[src/logic/anp_consts.vh]
`ifndef ANP_CONSTS_VH
`define ANP_CONSTS_VH
// register addresses on the management port
`define ANP_ADDR_PARTNER_ABILITY   5'h05
`define ANP_ADDR_EXPANSION         5'h06
`define ANP_ADDR_NP_TRANSMIT       5'h07
`define ANP_ADDR_NP_RECEIVED       5'h08
// partner ability fields
`define ANP_PA_NEXT_PAGE           15
`define ANP_PA_ACK                 14
`define ANP_PA_REMOTE_FAULT        13
`define ANP_PA_ABIL_HI             9
`define ANP_PA_ABIL_LO             5
`define ANP_PA_SEL_HI              4
`define ANP_PA_SEL_LO              0
`define ANP_PA_PAUSE_HI            11
`define ANP_PA_PAUSE_LO            10
`define ANP_PA_KEEP_MASK           16'hEFFF
// expansion fields
`define ANP_EX_PD_FAULT            4
`define ANP_EX_PARTNER_NP_ABLE     3
`define ANP_EX_LOCAL_NP_ABLE       2
`define ANP_EX_PAGE_RECEIVED       1
`define ANP_EX_PARTNER_AN_ABLE     0
// next page fields (transmit and received)
`define ANP_NP_NEXT_PAGE           15
`define ANP_NP_ACK                 14
`define ANP_NP_MSG_PAGE            13
`define ANP_NP_COMPLY_ACK          12
`define ANP_NP_TOGGLE              11
`define ANP_NP_CODE_HI             10
`define ANP_NP_CODE_LO             0
// reset values
`define ANP_NPT_RESET              16'h2001
`define ANP_NPT_MSG_RESET          1'h1
`define ANP_NPT_CODE_RESET         11'h001
`define ANP_NPT_WRITE_MASK         16'hB7FF
`define ANP_ZERO16                 16'h0000
`endif

[src/logic/anp_regs.v]
`timescale 1ns/1ps
`include "anp_consts.vh"
// What this block does
// - partner ability bit 15 shows partner has next pages to send.
// - partner ability bit 14 shows partner link code word received.
// - partner ability bit 13 copies partner remote fault, no action taken.
// - partner selector in bits 4:0, cleared on restart or reset.
// - partner abilities in bits 9:5, cleared on restart or reset.
// - expansion bit 4 latches parallel-detect fault, cleared on read or reset.
// - expansion bit 3 always equals partner ability bit 15.
// - expansion bit 2 is fixed at one.
// - expansion bit 1 latches on page received, held until reset.
// - expansion bit 0 set once partner known to negotiate.
// - transmit bit 15 one means more next pages follow.
// - transmit bit 13 selects message or unformatted page, reset one.
// - transmit bit 12 advertises ability to comply with message.
// - transmit toggle bit 11 is inverse of last sent toggle.
// - transmit bits 10:0 hold eleven-bit code, reset value one.
// - received next page captured read-only with all its fields.
module anp_regs (
   clk_sys,
   rst_b,
   an_restart,
   base_page_valid,
   base_page_word,
   next_page_valid,
   next_page_word,
   page_acked,
   pd_fault,
   partner_an_able,
   partner_non_comply,
   tx_page_sent,
   tx_toggle_sent,
   mgmt_addr,
   mgmt_wr,
   mgmt_rd,
   mgmt_wdata,
   mgmt_rdata,
   np_transmit_word
);
   input         clk_sys;
   input         rst_b;
   input         an_restart;
   input         base_page_valid;
   input  [15:0] base_page_word;
   input         next_page_valid;
   input  [15:0] next_page_word;
   input         page_acked;
   input         pd_fault;
   input         partner_an_able;
   input         partner_non_comply;
   input         tx_page_sent;
   input         tx_toggle_sent;
   input  [4:0]  mgmt_addr;
   input         mgmt_wr;
   input         mgmt_rd;
   input  [15:0] mgmt_wdata;
   output [15:0] mgmt_rdata;
   output [15:0] np_transmit_word;

   // partner ability fields, cleared by chip reset and by restart
   reg           pa_next_page_r;
   reg           pa_next_page_nxt;
   reg           pa_ack_r;
   reg           pa_ack_nxt;
   reg           pa_remote_fault_r;
   reg           pa_remote_fault_nxt;
   reg    [1:0]  pa_pause_r;
   reg    [1:0]  pa_pause_nxt;
   reg    [4:0]  pa_sel_r;
   reg    [4:0]  pa_sel_nxt;
   wire   [4:0]  pa_abil;

   // transmit page fields
   reg           npt_next_page_r;
   reg           npt_next_page_nxt;
   reg           npt_msg_page_r;
   reg           npt_msg_page_nxt;
   reg           npt_comply_r;
   reg           npt_comply_nxt;
   reg           npt_toggle_r;
   reg           npt_toggle_nxt;
   reg    [10:0] npt_code_r;
   reg    [10:0] npt_code_nxt;

   // expansion latches
   reg           pd_fault_r;
   reg           pd_fault_nxt;
   reg           page_rcvd_r;
   reg           page_rcvd_nxt;
   reg           an_able_r;
   reg           an_able_nxt;

   // register views as the host sees them
   wire   [15:0] pa_val;
   wire   [15:0] ex_val;
   wire   [15:0] npt_val;
   wire   [15:0] npr_val;
   wire          ex_read;
   wire          npt_write;
   genvar        g;

   localparam ABIL_BITS = 5;
   localparam WORD_BITS = 16;

   // true when a management strobe targets the given register address
   function addr_hit;
      input       strobe;
      input [4:0] addr;
      input [4:0] target;
      begin
         addr_hit = strobe && (addr == target);
      end
   endfunction

   assign ex_read   = addr_hit(mgmt_rd, mgmt_addr, `ANP_ADDR_EXPANSION);
   assign npt_write = addr_hit(mgmt_wr, mgmt_addr, `ANP_ADDR_NP_TRANSMIT);

   // base page capture; restart has priority over a page arriving in the same cycle
   always @* begin
      pa_next_page_nxt    = pa_next_page_r;
      pa_ack_nxt          = pa_ack_r;
      pa_remote_fault_nxt = pa_remote_fault_r;
      pa_pause_nxt        = pa_pause_r;
      pa_sel_nxt          = pa_sel_r;
      if (an_restart) begin
         pa_next_page_nxt    = 1'h0;
         pa_ack_nxt          = 1'h0;
         pa_remote_fault_nxt = 1'h0;
         pa_pause_nxt        = 2'h0;
         pa_sel_nxt          = 5'h00;
      end else if (base_page_valid) begin
         pa_next_page_nxt    = base_page_word[`ANP_PA_NEXT_PAGE];
         pa_ack_nxt          = base_page_word[`ANP_PA_ACK];
         pa_remote_fault_nxt = base_page_word[`ANP_PA_REMOTE_FAULT];
         pa_pause_nxt        = base_page_word[`ANP_PA_PAUSE_HI:`ANP_PA_PAUSE_LO];
         pa_sel_nxt          = base_page_word[`ANP_PA_SEL_HI:`ANP_PA_SEL_LO];
      end
   end

   // partner ability flops
   always @(posedge clk_sys or negedge rst_b) begin
      if (!rst_b) begin
         pa_next_page_r <= 1'h0;
      end else begin
         pa_next_page_r <= pa_next_page_nxt;
      end
   end

   always @(posedge clk_sys or negedge rst_b) begin
      if (!rst_b) begin
         pa_ack_r <= 1'h0;
      end else begin
         pa_ack_r <= pa_ack_nxt;
      end
   end

   always @(posedge clk_sys or negedge rst_b) begin
      if (!rst_b) begin
         pa_remote_fault_r <= 1'h0;
      end else begin
         pa_remote_fault_r <= pa_remote_fault_nxt;
      end
   end

   always @(posedge clk_sys or negedge rst_b) begin
      if (!rst_b) begin
         pa_pause_r <= 2'h0;
      end else begin
         pa_pause_r <= pa_pause_nxt;
      end
   end

   always @(posedge clk_sys or negedge rst_b) begin
      if (!rst_b) begin
         pa_sel_r <= 5'h00;
      end else begin
         pa_sel_r <= pa_sel_nxt;
      end
   end

   // one flop per ability bit, all under the same clear and capture rules
   generate
      for (g = 0; g < ABIL_BITS; g = g + 1) begin : g_abil
         reg abil_r;
         always @(posedge clk_sys or negedge rst_b) begin
            if (!rst_b) begin
               abil_r <= 1'h0;
            end else if (an_restart) begin
               abil_r <= 1'h0;
            end else if (base_page_valid) begin
               abil_r <= base_page_word[`ANP_PA_ABIL_LO + g];
            end
         end
         assign pa_abil[g] = abil_r;
      end
   endgenerate

   // bit 12 is reserved and always reads zero
   assign pa_val = {pa_next_page_r, pa_ack_r, pa_remote_fault_r, 1'h0, pa_pause_r, pa_abil, pa_sel_r};

   // received next page: taken whole, not touched by restart
   generate
      for (g = 0; g < WORD_BITS; g = g + 1) begin : g_npr
         reg npr_bit_r;
         always @(posedge clk_sys or negedge rst_b) begin
            if (!rst_b) begin
               npr_bit_r <= 1'h0;
            end else if (next_page_valid) begin
               npr_bit_r <= next_page_word[g];
            end
         end
         assign npr_val[g] = npr_bit_r;
      end
   endgenerate

   // expansion latches: a new event in the read cycle wins over the clear
   always @* begin
      pd_fault_nxt  = pd_fault_r;
      page_rcvd_nxt = page_rcvd_r;
      an_able_nxt   = an_able_r;
      if (pd_fault) begin
         pd_fault_nxt = 1'h1;
      end else if (ex_read) begin
         pd_fault_nxt = 1'h0;
      end
      if (page_acked) begin
         page_rcvd_nxt = 1'h1;
      end
      if (an_restart || partner_non_comply) begin
         an_able_nxt = 1'h0;
      end else if (partner_an_able) begin
         an_able_nxt = 1'h1;
      end
   end

   // expansion flops
   always @(posedge clk_sys or negedge rst_b) begin
      if (!rst_b) begin
         pd_fault_r <= 1'h0;
      end else begin
         pd_fault_r <= pd_fault_nxt;
      end
   end

   always @(posedge clk_sys or negedge rst_b) begin
      if (!rst_b) begin
         page_rcvd_r <= 1'h0;
      end else begin
         page_rcvd_r <= page_rcvd_nxt;
      end
   end

   always @(posedge clk_sys or negedge rst_b) begin
      if (!rst_b) begin
         an_able_r <= 1'h0;
      end else begin
         an_able_r <= an_able_nxt;
      end
   end

   // partner next page ability mirrors the captured base page bit
   assign ex_val = {11'h000, pd_fault_r, pa_next_page_r, 1'h1, page_rcvd_r, an_able_r};

   // transmit page: host writes all but bits 14 and 11, the toggle follows the line side
   always @* begin
      npt_next_page_nxt = npt_next_page_r;
      npt_msg_page_nxt  = npt_msg_page_r;
      npt_comply_nxt    = npt_comply_r;
      npt_code_nxt      = npt_code_r;
      npt_toggle_nxt    = npt_toggle_r;
      if (npt_write) begin
         npt_next_page_nxt = mgmt_wdata[`ANP_NP_NEXT_PAGE];
         npt_msg_page_nxt  = mgmt_wdata[`ANP_NP_MSG_PAGE];
         npt_comply_nxt    = mgmt_wdata[`ANP_NP_COMPLY_ACK];
         npt_code_nxt      = mgmt_wdata[`ANP_NP_CODE_HI:`ANP_NP_CODE_LO];
      end
      if (an_restart) begin
         npt_toggle_nxt = 1'h0;
      end else if (tx_page_sent) begin
         npt_toggle_nxt = ~tx_toggle_sent;
      end
   end

   // transmit flops; message page and code leave reset at one
   always @(posedge clk_sys or negedge rst_b) begin
      if (!rst_b) begin
         npt_next_page_r <= 1'h0;
      end else begin
         npt_next_page_r <= npt_next_page_nxt;
      end
   end

   always @(posedge clk_sys or negedge rst_b) begin
      if (!rst_b) begin
         npt_msg_page_r <= `ANP_NPT_MSG_RESET;
      end else begin
         npt_msg_page_r <= npt_msg_page_nxt;
      end
   end

   always @(posedge clk_sys or negedge rst_b) begin
      if (!rst_b) begin
         npt_comply_r <= 1'h0;
      end else begin
         npt_comply_r <= npt_comply_nxt;
      end
   end

   always @(posedge clk_sys or negedge rst_b) begin
      if (!rst_b) begin
         npt_toggle_r <= 1'h0;
      end else begin
         npt_toggle_r <= npt_toggle_nxt;
      end
   end

   always @(posedge clk_sys or negedge rst_b) begin
      if (!rst_b) begin
         npt_code_r <= `ANP_NPT_CODE_RESET;
      end else begin
         npt_code_r <= npt_code_nxt;
      end
   end

   // bit 14 is reserved and always reads zero
   assign npt_val = {npt_next_page_r, 1'h0, npt_msg_page_r, npt_comply_r, npt_toggle_r, npt_code_r};

   // the line side sends exactly what the host reads back
   assign np_transmit_word = npt_val;

   // read data is registered and holds until the next read
   anp_rd_mux u_anp_rd_mux (
      .clk_sys (clk_sys),
      .rst_b   (rst_b),
      .rd_en   (mgmt_rd),
      .addr    (mgmt_addr),
      .pa_val  (pa_val),
      .ex_val  (ex_val),
      .npt_val (npt_val),
      .npr_val (npr_val),
      .rd_data (mgmt_rdata)
   );
endmodule

[src/logic/anp_rd_mux.v]
`timescale 1ns/1ps
`include "anp_consts.vh"
// read data selection, registered
module anp_rd_mux (
   clk_sys,
   rst_b,
   rd_en,
   addr,
   pa_val,
   ex_val,
   npt_val,
   npr_val,
   rd_data
);
   input         clk_sys;
   input         rst_b;
   input         rd_en;
   input  [4:0]  addr;
   input  [15:0] pa_val;
   input  [15:0] ex_val;
   input  [15:0] npt_val;
   input  [15:0] npr_val;
   output [15:0] rd_data;
   reg    [15:0] rd_data;
   reg    [15:0] sel;

   always @* begin
      case (addr)
         `ANP_ADDR_PARTNER_ABILITY: sel = pa_val;
         `ANP_ADDR_EXPANSION:       sel = ex_val;
         `ANP_ADDR_NP_TRANSMIT:     sel = npt_val;
         `ANP_ADDR_NP_RECEIVED:     sel = npr_val;
         default:                   sel = `ANP_ZERO16;
      endcase
   end

   always @(posedge clk_sys or negedge rst_b) begin
      if (!rst_b) begin
         rd_data <= `ANP_ZERO16;
      end else if (rd_en) begin
         rd_data <= sel;
      end
   end
endmodule

[config.mk]
export PLATFORM = sky130hd
export DESIGN_NAME = anp_regs
export DESIGN_NICKNAME = d
export VERILOG_FILES = /design/src/logic/anp_regs.v /design/src/logic/anp_rd_mux.v
export VERILOG_INCLUDE_DIRS = /design/src /design/src/logic
export SDC_FILE = /design/constraint.sdc
export NUM_CORES = 1
export LEC_CHECK = 0
export BUFFER_PORTS_ARGS = -buffer_cell sky130_fd_sc_hd__buf_4
export CAP_MARGIN = 20
export CORE_UTILIZATION = 45
export CTS_BUF_LIST = sky130_fd_sc_hd__clkbuf_4
export DETAILED_ROUTE_END_ITERATION = 10
export HOLD_SLACK_MARGIN = 0.03
export PLACE_DENSITY = 0.72
export SKIP_LAST_GASP = 1
export SLEW_MARGIN = 0
export SYNTH_ARGS = -nofsm -noshare
export SYNTH_HDL_FRONTEND = slang
export SYNTH_HIERARCHICAL = 1
export SYNTH_SLANG_ARGS = --single-unit
[constraint.sdc]
create_clock -name clk_sys -period 1 [get_ports clk_sys]
set_input_delay 0.15 -clock clk_sys [delete_from_list [all_inputs] [get_ports clk_sys]]
set_output_delay 0.15 -clock clk_sys [all_outputs]
set_load 0.005 [all_outputs]
# Yosys cells after proc, flatten, opt, wreduce, memory -nomap -nowiden
# Cells that the tools add are included.
dict set report word_totals {
  mem_bits_ro 0
  regBits 65
  latch_bits 0
  memories 0
  out_inout_bits 32
  ram_bits 0
}
dict set report op_classes {
  mul 0
  n_addsub 0
  n_bitwise 1
  eq_ne 4
  muxes 27
  div_mod_pow 0
  shift 0
  reduce_logical 7
  order_cmp 0
}
# op count
set op_table {}
lappend op_table {{16-bit one-hot mux with 4 select lines} 1}
lappend op_table {{1-bit 2-to-1 mux} 22}
lappend op_table {{5-bit by 3-bit equality test with 1-bit output, second input constant} 3}
lappend op_table {{5-bit 2-to-1 mux} 2}
lappend op_table {{2-bit nonzero test} 4}
lappend op_table {{5-bit by 4-bit equality test with 1-bit output, second input constant} 1}
lappend op_table {{2-bit 2-to-1 mux} 2}
lappend op_table {{1-bit logical AND} 2}
lappend op_table {{1-bit logical OR} 1}
lappend op_table {{1-bit inverter} 1}

# Longest topological paths before layout
dict set report logic_depth {
  depth_word 4
  ltp_mapped 6
}

# Hierarchy
# The synthesis kept the hierarchy.
# module cells_each instances area_per_inst_um2 seq_area_each_um2
set by_module_without_submodules {}
lappend by_module_without_submodules {anp_regs 134 1 1979.4 1228.7}
lappend by_module_without_submodules {anp_rd_mux 135 1 1189.9 400.4}

# Worst setup path after synthesis
# OpenSTA, ideal clock, no wires.
dict set report synth_path {
  kind {input to register}
  from {input mgmt_addr[1]}
  to {register u_anp_rd_mux.rd_data[9]}
  n_path_buf 2
  path_stages 6
  path_slack_ns -0.320
  arrival_ns 1.237
  cell_sequence {buf_6 > or3_4 > nor3b_4 > buf_6 > a21oi_1 > o22ai_2}
}
dict set report synth_via {
  elab_chain_cells 2
}
# element line
set synth_lines {}
lappend synth_lines {{from (decl)} anp_regs.v:54} ;# input [4:0] mgmt_addr;
lappend synth_lines {{5-bit by 4-bit equality test with 1-bit output / 5-bit by 3-bit equality test with 1-bit output (equally long branches)} anp_rd_mux.v:28} ;# case (addr)
lappend synth_lines {{16-bit one-hot mux with 4 select lines (*)} anp_rd_mux.v:28}
lappend synth_lines {{to (signal assigned)} anp_rd_mux.v:39} ;# rd_data <= `ANP_ZERO16;
lappend synth_lines {{to (signal assigned)} anp_rd_mux.v:41} ;# rd_data <= sel;
lappend synth_lines {{to (decl)} anp_rd_mux.v:24} ;# reg [15:0] rd_data;
# Every way passes the cells marked *; elsewhere a longest branch is shown, timed or not.
# A chain may end at the register's enable or synchronous reset.

# Final worst setup path
dict set report layout_path {
  from {register npt_code_r[0]}
  to {output np_transmit_word[0]}
}
# element line
set layout_rtl {}
lappend layout_rtl {{from (decl)} anp_regs.v:83} ;# reg [10:0] npt_code_r;
lappend layout_rtl {{from (signal assigned)} anp_regs.v:320} ;# npt_code_r <= `ANP_NPT_CODE_RESET;
lappend layout_rtl {{from (signal assigned)} anp_regs.v:322} ;# npt_code_r <= npt_code_nxt;
lappend layout_rtl {{to (decl)} anp_regs.v:59} ;# output [15:0] np_transmit_word;
# No word-level cell between the ends.

==> summary.md <==
| Metric | Value |
|---|---|
| PwrDens | `1218 nW/µm²` |
| Synth top area share | `0.4974` |
| M3 GR Usage | `0.04235` |
| Met2 GRT Util | `0.4697` |
| Clock power frac | `0.231` |
| Slowest CP cell | `dfstp_2` |
| Leakage | `2.512 nW` |
| Worst Hold Class | `input port to flip-flop` |
| Synth area leaders | `dfrtp_1 (50%), mux2i_1 (10%), mux2_2 (7.1%)` |
| Initial Util | `0.4665` |
| Switching Share | `0.2783` |
| DRT antenna net count | `0` |
| Outcome | `complete, but fails checks` |
| Number of distinct library cells after synthesis | `32` |
| Die X | `85.92 µm` |
| Internal Pwr Total | `around 0.0048 W` |
| Crit start category | `flip-flop` |
| Cells after synthesis | `269` |
| Worst-path clk slew | `130 ps` |
| YS warnings | `6` |
| Num CTS Buffers | `9` |
| CP max FO | `2` |
| Worst setup EP type | `output pin` |
| Die area | `roughly 7400 µm²` |
| Sequential share of power | `0.461` |
| Cells along the critical path | `buf_6, buf_6` |
| Post-Syn Area | `roughly 3200 µm²` |
| Max Buffers Root-to-Sink | `2` |
| Routed Wire Length | `~9500 µm` |
| DR WL/cell | `16.36 µm` |
| Finished Layout Cells | `578` |
| Vias in the first global route | `3059` |
| Yosys top cell by area | `dfrtp_1` |
| #FFs+latches synth | `65` |
| Root Buffer | `clkbuf_4` |
| Syn_area_per_cell | `11.78 µm²` |
| Fin Clk Skew | `17.98 ps` |
| Placed cell count | `just under 500` |
| Fillers | `393` |
| Clock sink count | `65` |
| I/O pins | `98` |
| Sw Pwr | `0.001835 W` |
| Final period util | `1.274` |
| Ant. Diodes | `0` |
| Drt drc | `0` |
| Via density | `4.912` |
| Final worst slack | `-273.6 ps` |
| Initial DRC count | `111` |
| Vias | `between 2000 and 3000` |
| Crit path max-delay family | `flip-flops` |
| Routability cong. | `around 0.76` |
| Sequential fraction of the synthesis area | `0.5140` |
| Port Buffers | `93` |
| Min Tclk post-route | `roughly 1300 ps` |
| Largest stage delay, worst path | `about 560 ps` |
| Grt ovf | `0` |
| Violated checks | `setup timing` |
| Antenna violations before repair | `0` |
| CP arrival | `between 1000 and 1500 ps` |
| First-pass GRT wire length | `14690 µm` |
| GR peak layer | `met2` |
| Required @ worst endpoint | `850 ps` |
| Crit Path Category | `flip-flop to output pin` |
| RSZ-0062 raised after global routing | `yes` |
| Core Area | `6794 µm²` |
| Logic pwr share | `0.308` |
| Largest net degree at the start of global routing | `23` |
| Dpl hpwl | `roughly 5500 µm` |
| Max Cap Viol | `0` |
| Skew-Pair Late Insertion Delay | `400 ps` |
| TritonCTS clock tree | `built` |
| Peak VDD IR | `0.0009758 V` |
| Cell mode on critical path | `buf_6` |
| GRT Total Usage | `0.2602` |
| Final setup violation count | `50` |
| H-tree depth reported by CTS | `3` |
| Hold Fails Final Rpt | `0` |
| Final Core Density | `0.7965` |
| Final Max Tran Viols | `0` |
| Final nets | `543` |
| Met1 Use GR | `0.3149` |
| WP buf/inv | `2` |
| Die Ht | `85.92 µm` |
| Area Growth Syn to Fin | `70.75%` |
| Initial DRT Pass Iterations | `4` |
| Std cell rows | `30` |
| Layout cells sized above 1 | `0.5083` |
| Achievable Freq | `between 700 and 800 MHz` |
-- sequential cells by signal (all words and copies together), names as in the netlist, 2 cells and up --
name                  count
g_npr.npr_bit_r          16
npt_code_r               11
pa_sel_r                  5
pa_pause_r                2
u_anp_rd_mux/rd_data     16
g_abil.abil_r             5
-- synthesized netlist by cell type, drive strengths merged --
master	n
a21oi	15
nand4bb	1
o22ai	32
or4b	1
o21ai	1
nand2	16
and3	1
nor3b	2
buf	19
mux2	30
nor2	20
nand3b	2
dfstp	2
clkbuf	6
nor2b	1
mux2i	32
inv	17
nor3	1
or2	1
conb	2
and4bb	1
dfrtp	63
or3	1
a21o	1
nor4b	1
-- worst reg2reg max path: cells and delay by family, from the launching register on --
family          cells  cell delay (ps)
buf+inv             1              140
flops               1              420
mux                 1              160
compound gates      3              350
-- per-layer routing --
| metal | routed length, µm | part of all wire |
|---|---|---|
| met4 | 250 | 0.026 |
| met5 | 0 | 0 |
| met2 | 4968 | 0.53 |
| met3 | 318 | 0.034 |
| met1 | 3916 | 0.41 |
-- power groups by stage --
stage          clock (W)  sequential (W)  combinational, W
2_1_floorplan          0         0.00303          0.000569
6_report         0.00152         0.00304           0.00203
5_1_grt          0.00164         0.00306           0.00215
4_1_cts          0.00152         0.00300           0.00179
3_3_place_gp           0         0.00303           0.00127
3_5_place_dp           0         0.00304           0.00129
-- cells by family (layout without fill, tap and decap cells) --
family / count (synthesis) / count (layout) / synth area share
compound gates: 49 / 49 / 0.1105
buf+inv: 42 / 242 / 0.07343
flops: 65 / 65 / 0.5140
mux: 62 / 62 / 0.2195
other cells: 2 / 15 / 0.002370
simple gates: 49 / 49 / 0.08014
-- cell type report --
class                           count  area (µm²)  share of cell area
Sequential cell                    65        1629              0.3010
Tap cell                           96       120.1             0.02220
Multi-Input combinational cell    175        1513              0.2795
Timing Repair Buffer              209        1971              0.3642
Clock inverter                      5       32.53            0.006012
Clock buffer                       11       82.58             0.01526
Inverter                           17       63.81             0.01179
-- metrics by stage --
stage | instance area (µm²) | TNS (ps) | power (W) | hold WS, ps | setup slack (ps)
CTS | 5191 | -5777 | 0.006310 | 37.60 | -279.2
global placement | 4239 | -9828 | 0.004306 | 65.67 | -369.0
global route | 5411 | -8093 | 0.006844 | 36.46 | -311.2
detailed placement | 4239 | -10720 | 0.004329 | 65.47 | -392.9
finish | 5411 | -6267 | 0.006592 | 33.78 | -273.6
floorplan | 3249 | -6624 | 0.003599 | -145.6 | -300.1
-- repair_timing --
action | in CTS | in global routing
setup buffers | 19 | 11
pin swaps | 13 | 5
hold buffers | 51 | 0
endpoints found under the setup margin | 43 | 51
hold endpoints to repair | 114 | 0
gates resized for setup | 49 | 32
-- placed cells by master (no fill, tap or decap), types with 2 or more instances in the layout --
cell type / netlist / routed
buf_4: 5 / 99
dfrtp_1: 63 / 63
buf_6: 4 / 53
dlygate4sd3_1: 0 / 51
mux2i_1: 32 / 22
nor2_1: 20 / 20
inv_1: 17 / 17
o22ai_2: 10 / 17
mux2_2: 20 / 16
nand2_1: 16 / 16
conb_1: 2 / 15
o22ai_1: 22 / 15
mux2_4: 10 / 14
clkbuf_4: 0 / 11
a21oi_2: 0 / 9
mux2i_2: 0 / 7
buf_12: 1 / 6
a21oi_1: 15 / 6
clkinvlp_4: 0 / 3
mux2i_4: 0 / 3
nand3b_1: 2 / 2
clkinv_2: 0 / 2
dfstp_2: 2 / 2
-- final timing paths --
kind	start	end	slack (ps)	depth (start not counted)
setup / recovery	npt_code_r[0]	np_transmit_word[0]	-270	2
hold reg to reg	page_rcvd_r	page_rcvd_r	480	1
min in group asynchronous	rst_b	g_npr[7].npr_bit_r	170	2
max in group asynchronous	rst_b	g_npr[1].npr_bit_r	390	3
hold / removal	an_restart	g_abil[2].abil_r	30	2
setup reg to reg	npt_code_r[7]	u_anp_rd_mux/rd_data[7]	-200	5
(Power assumes the default switching activity.)
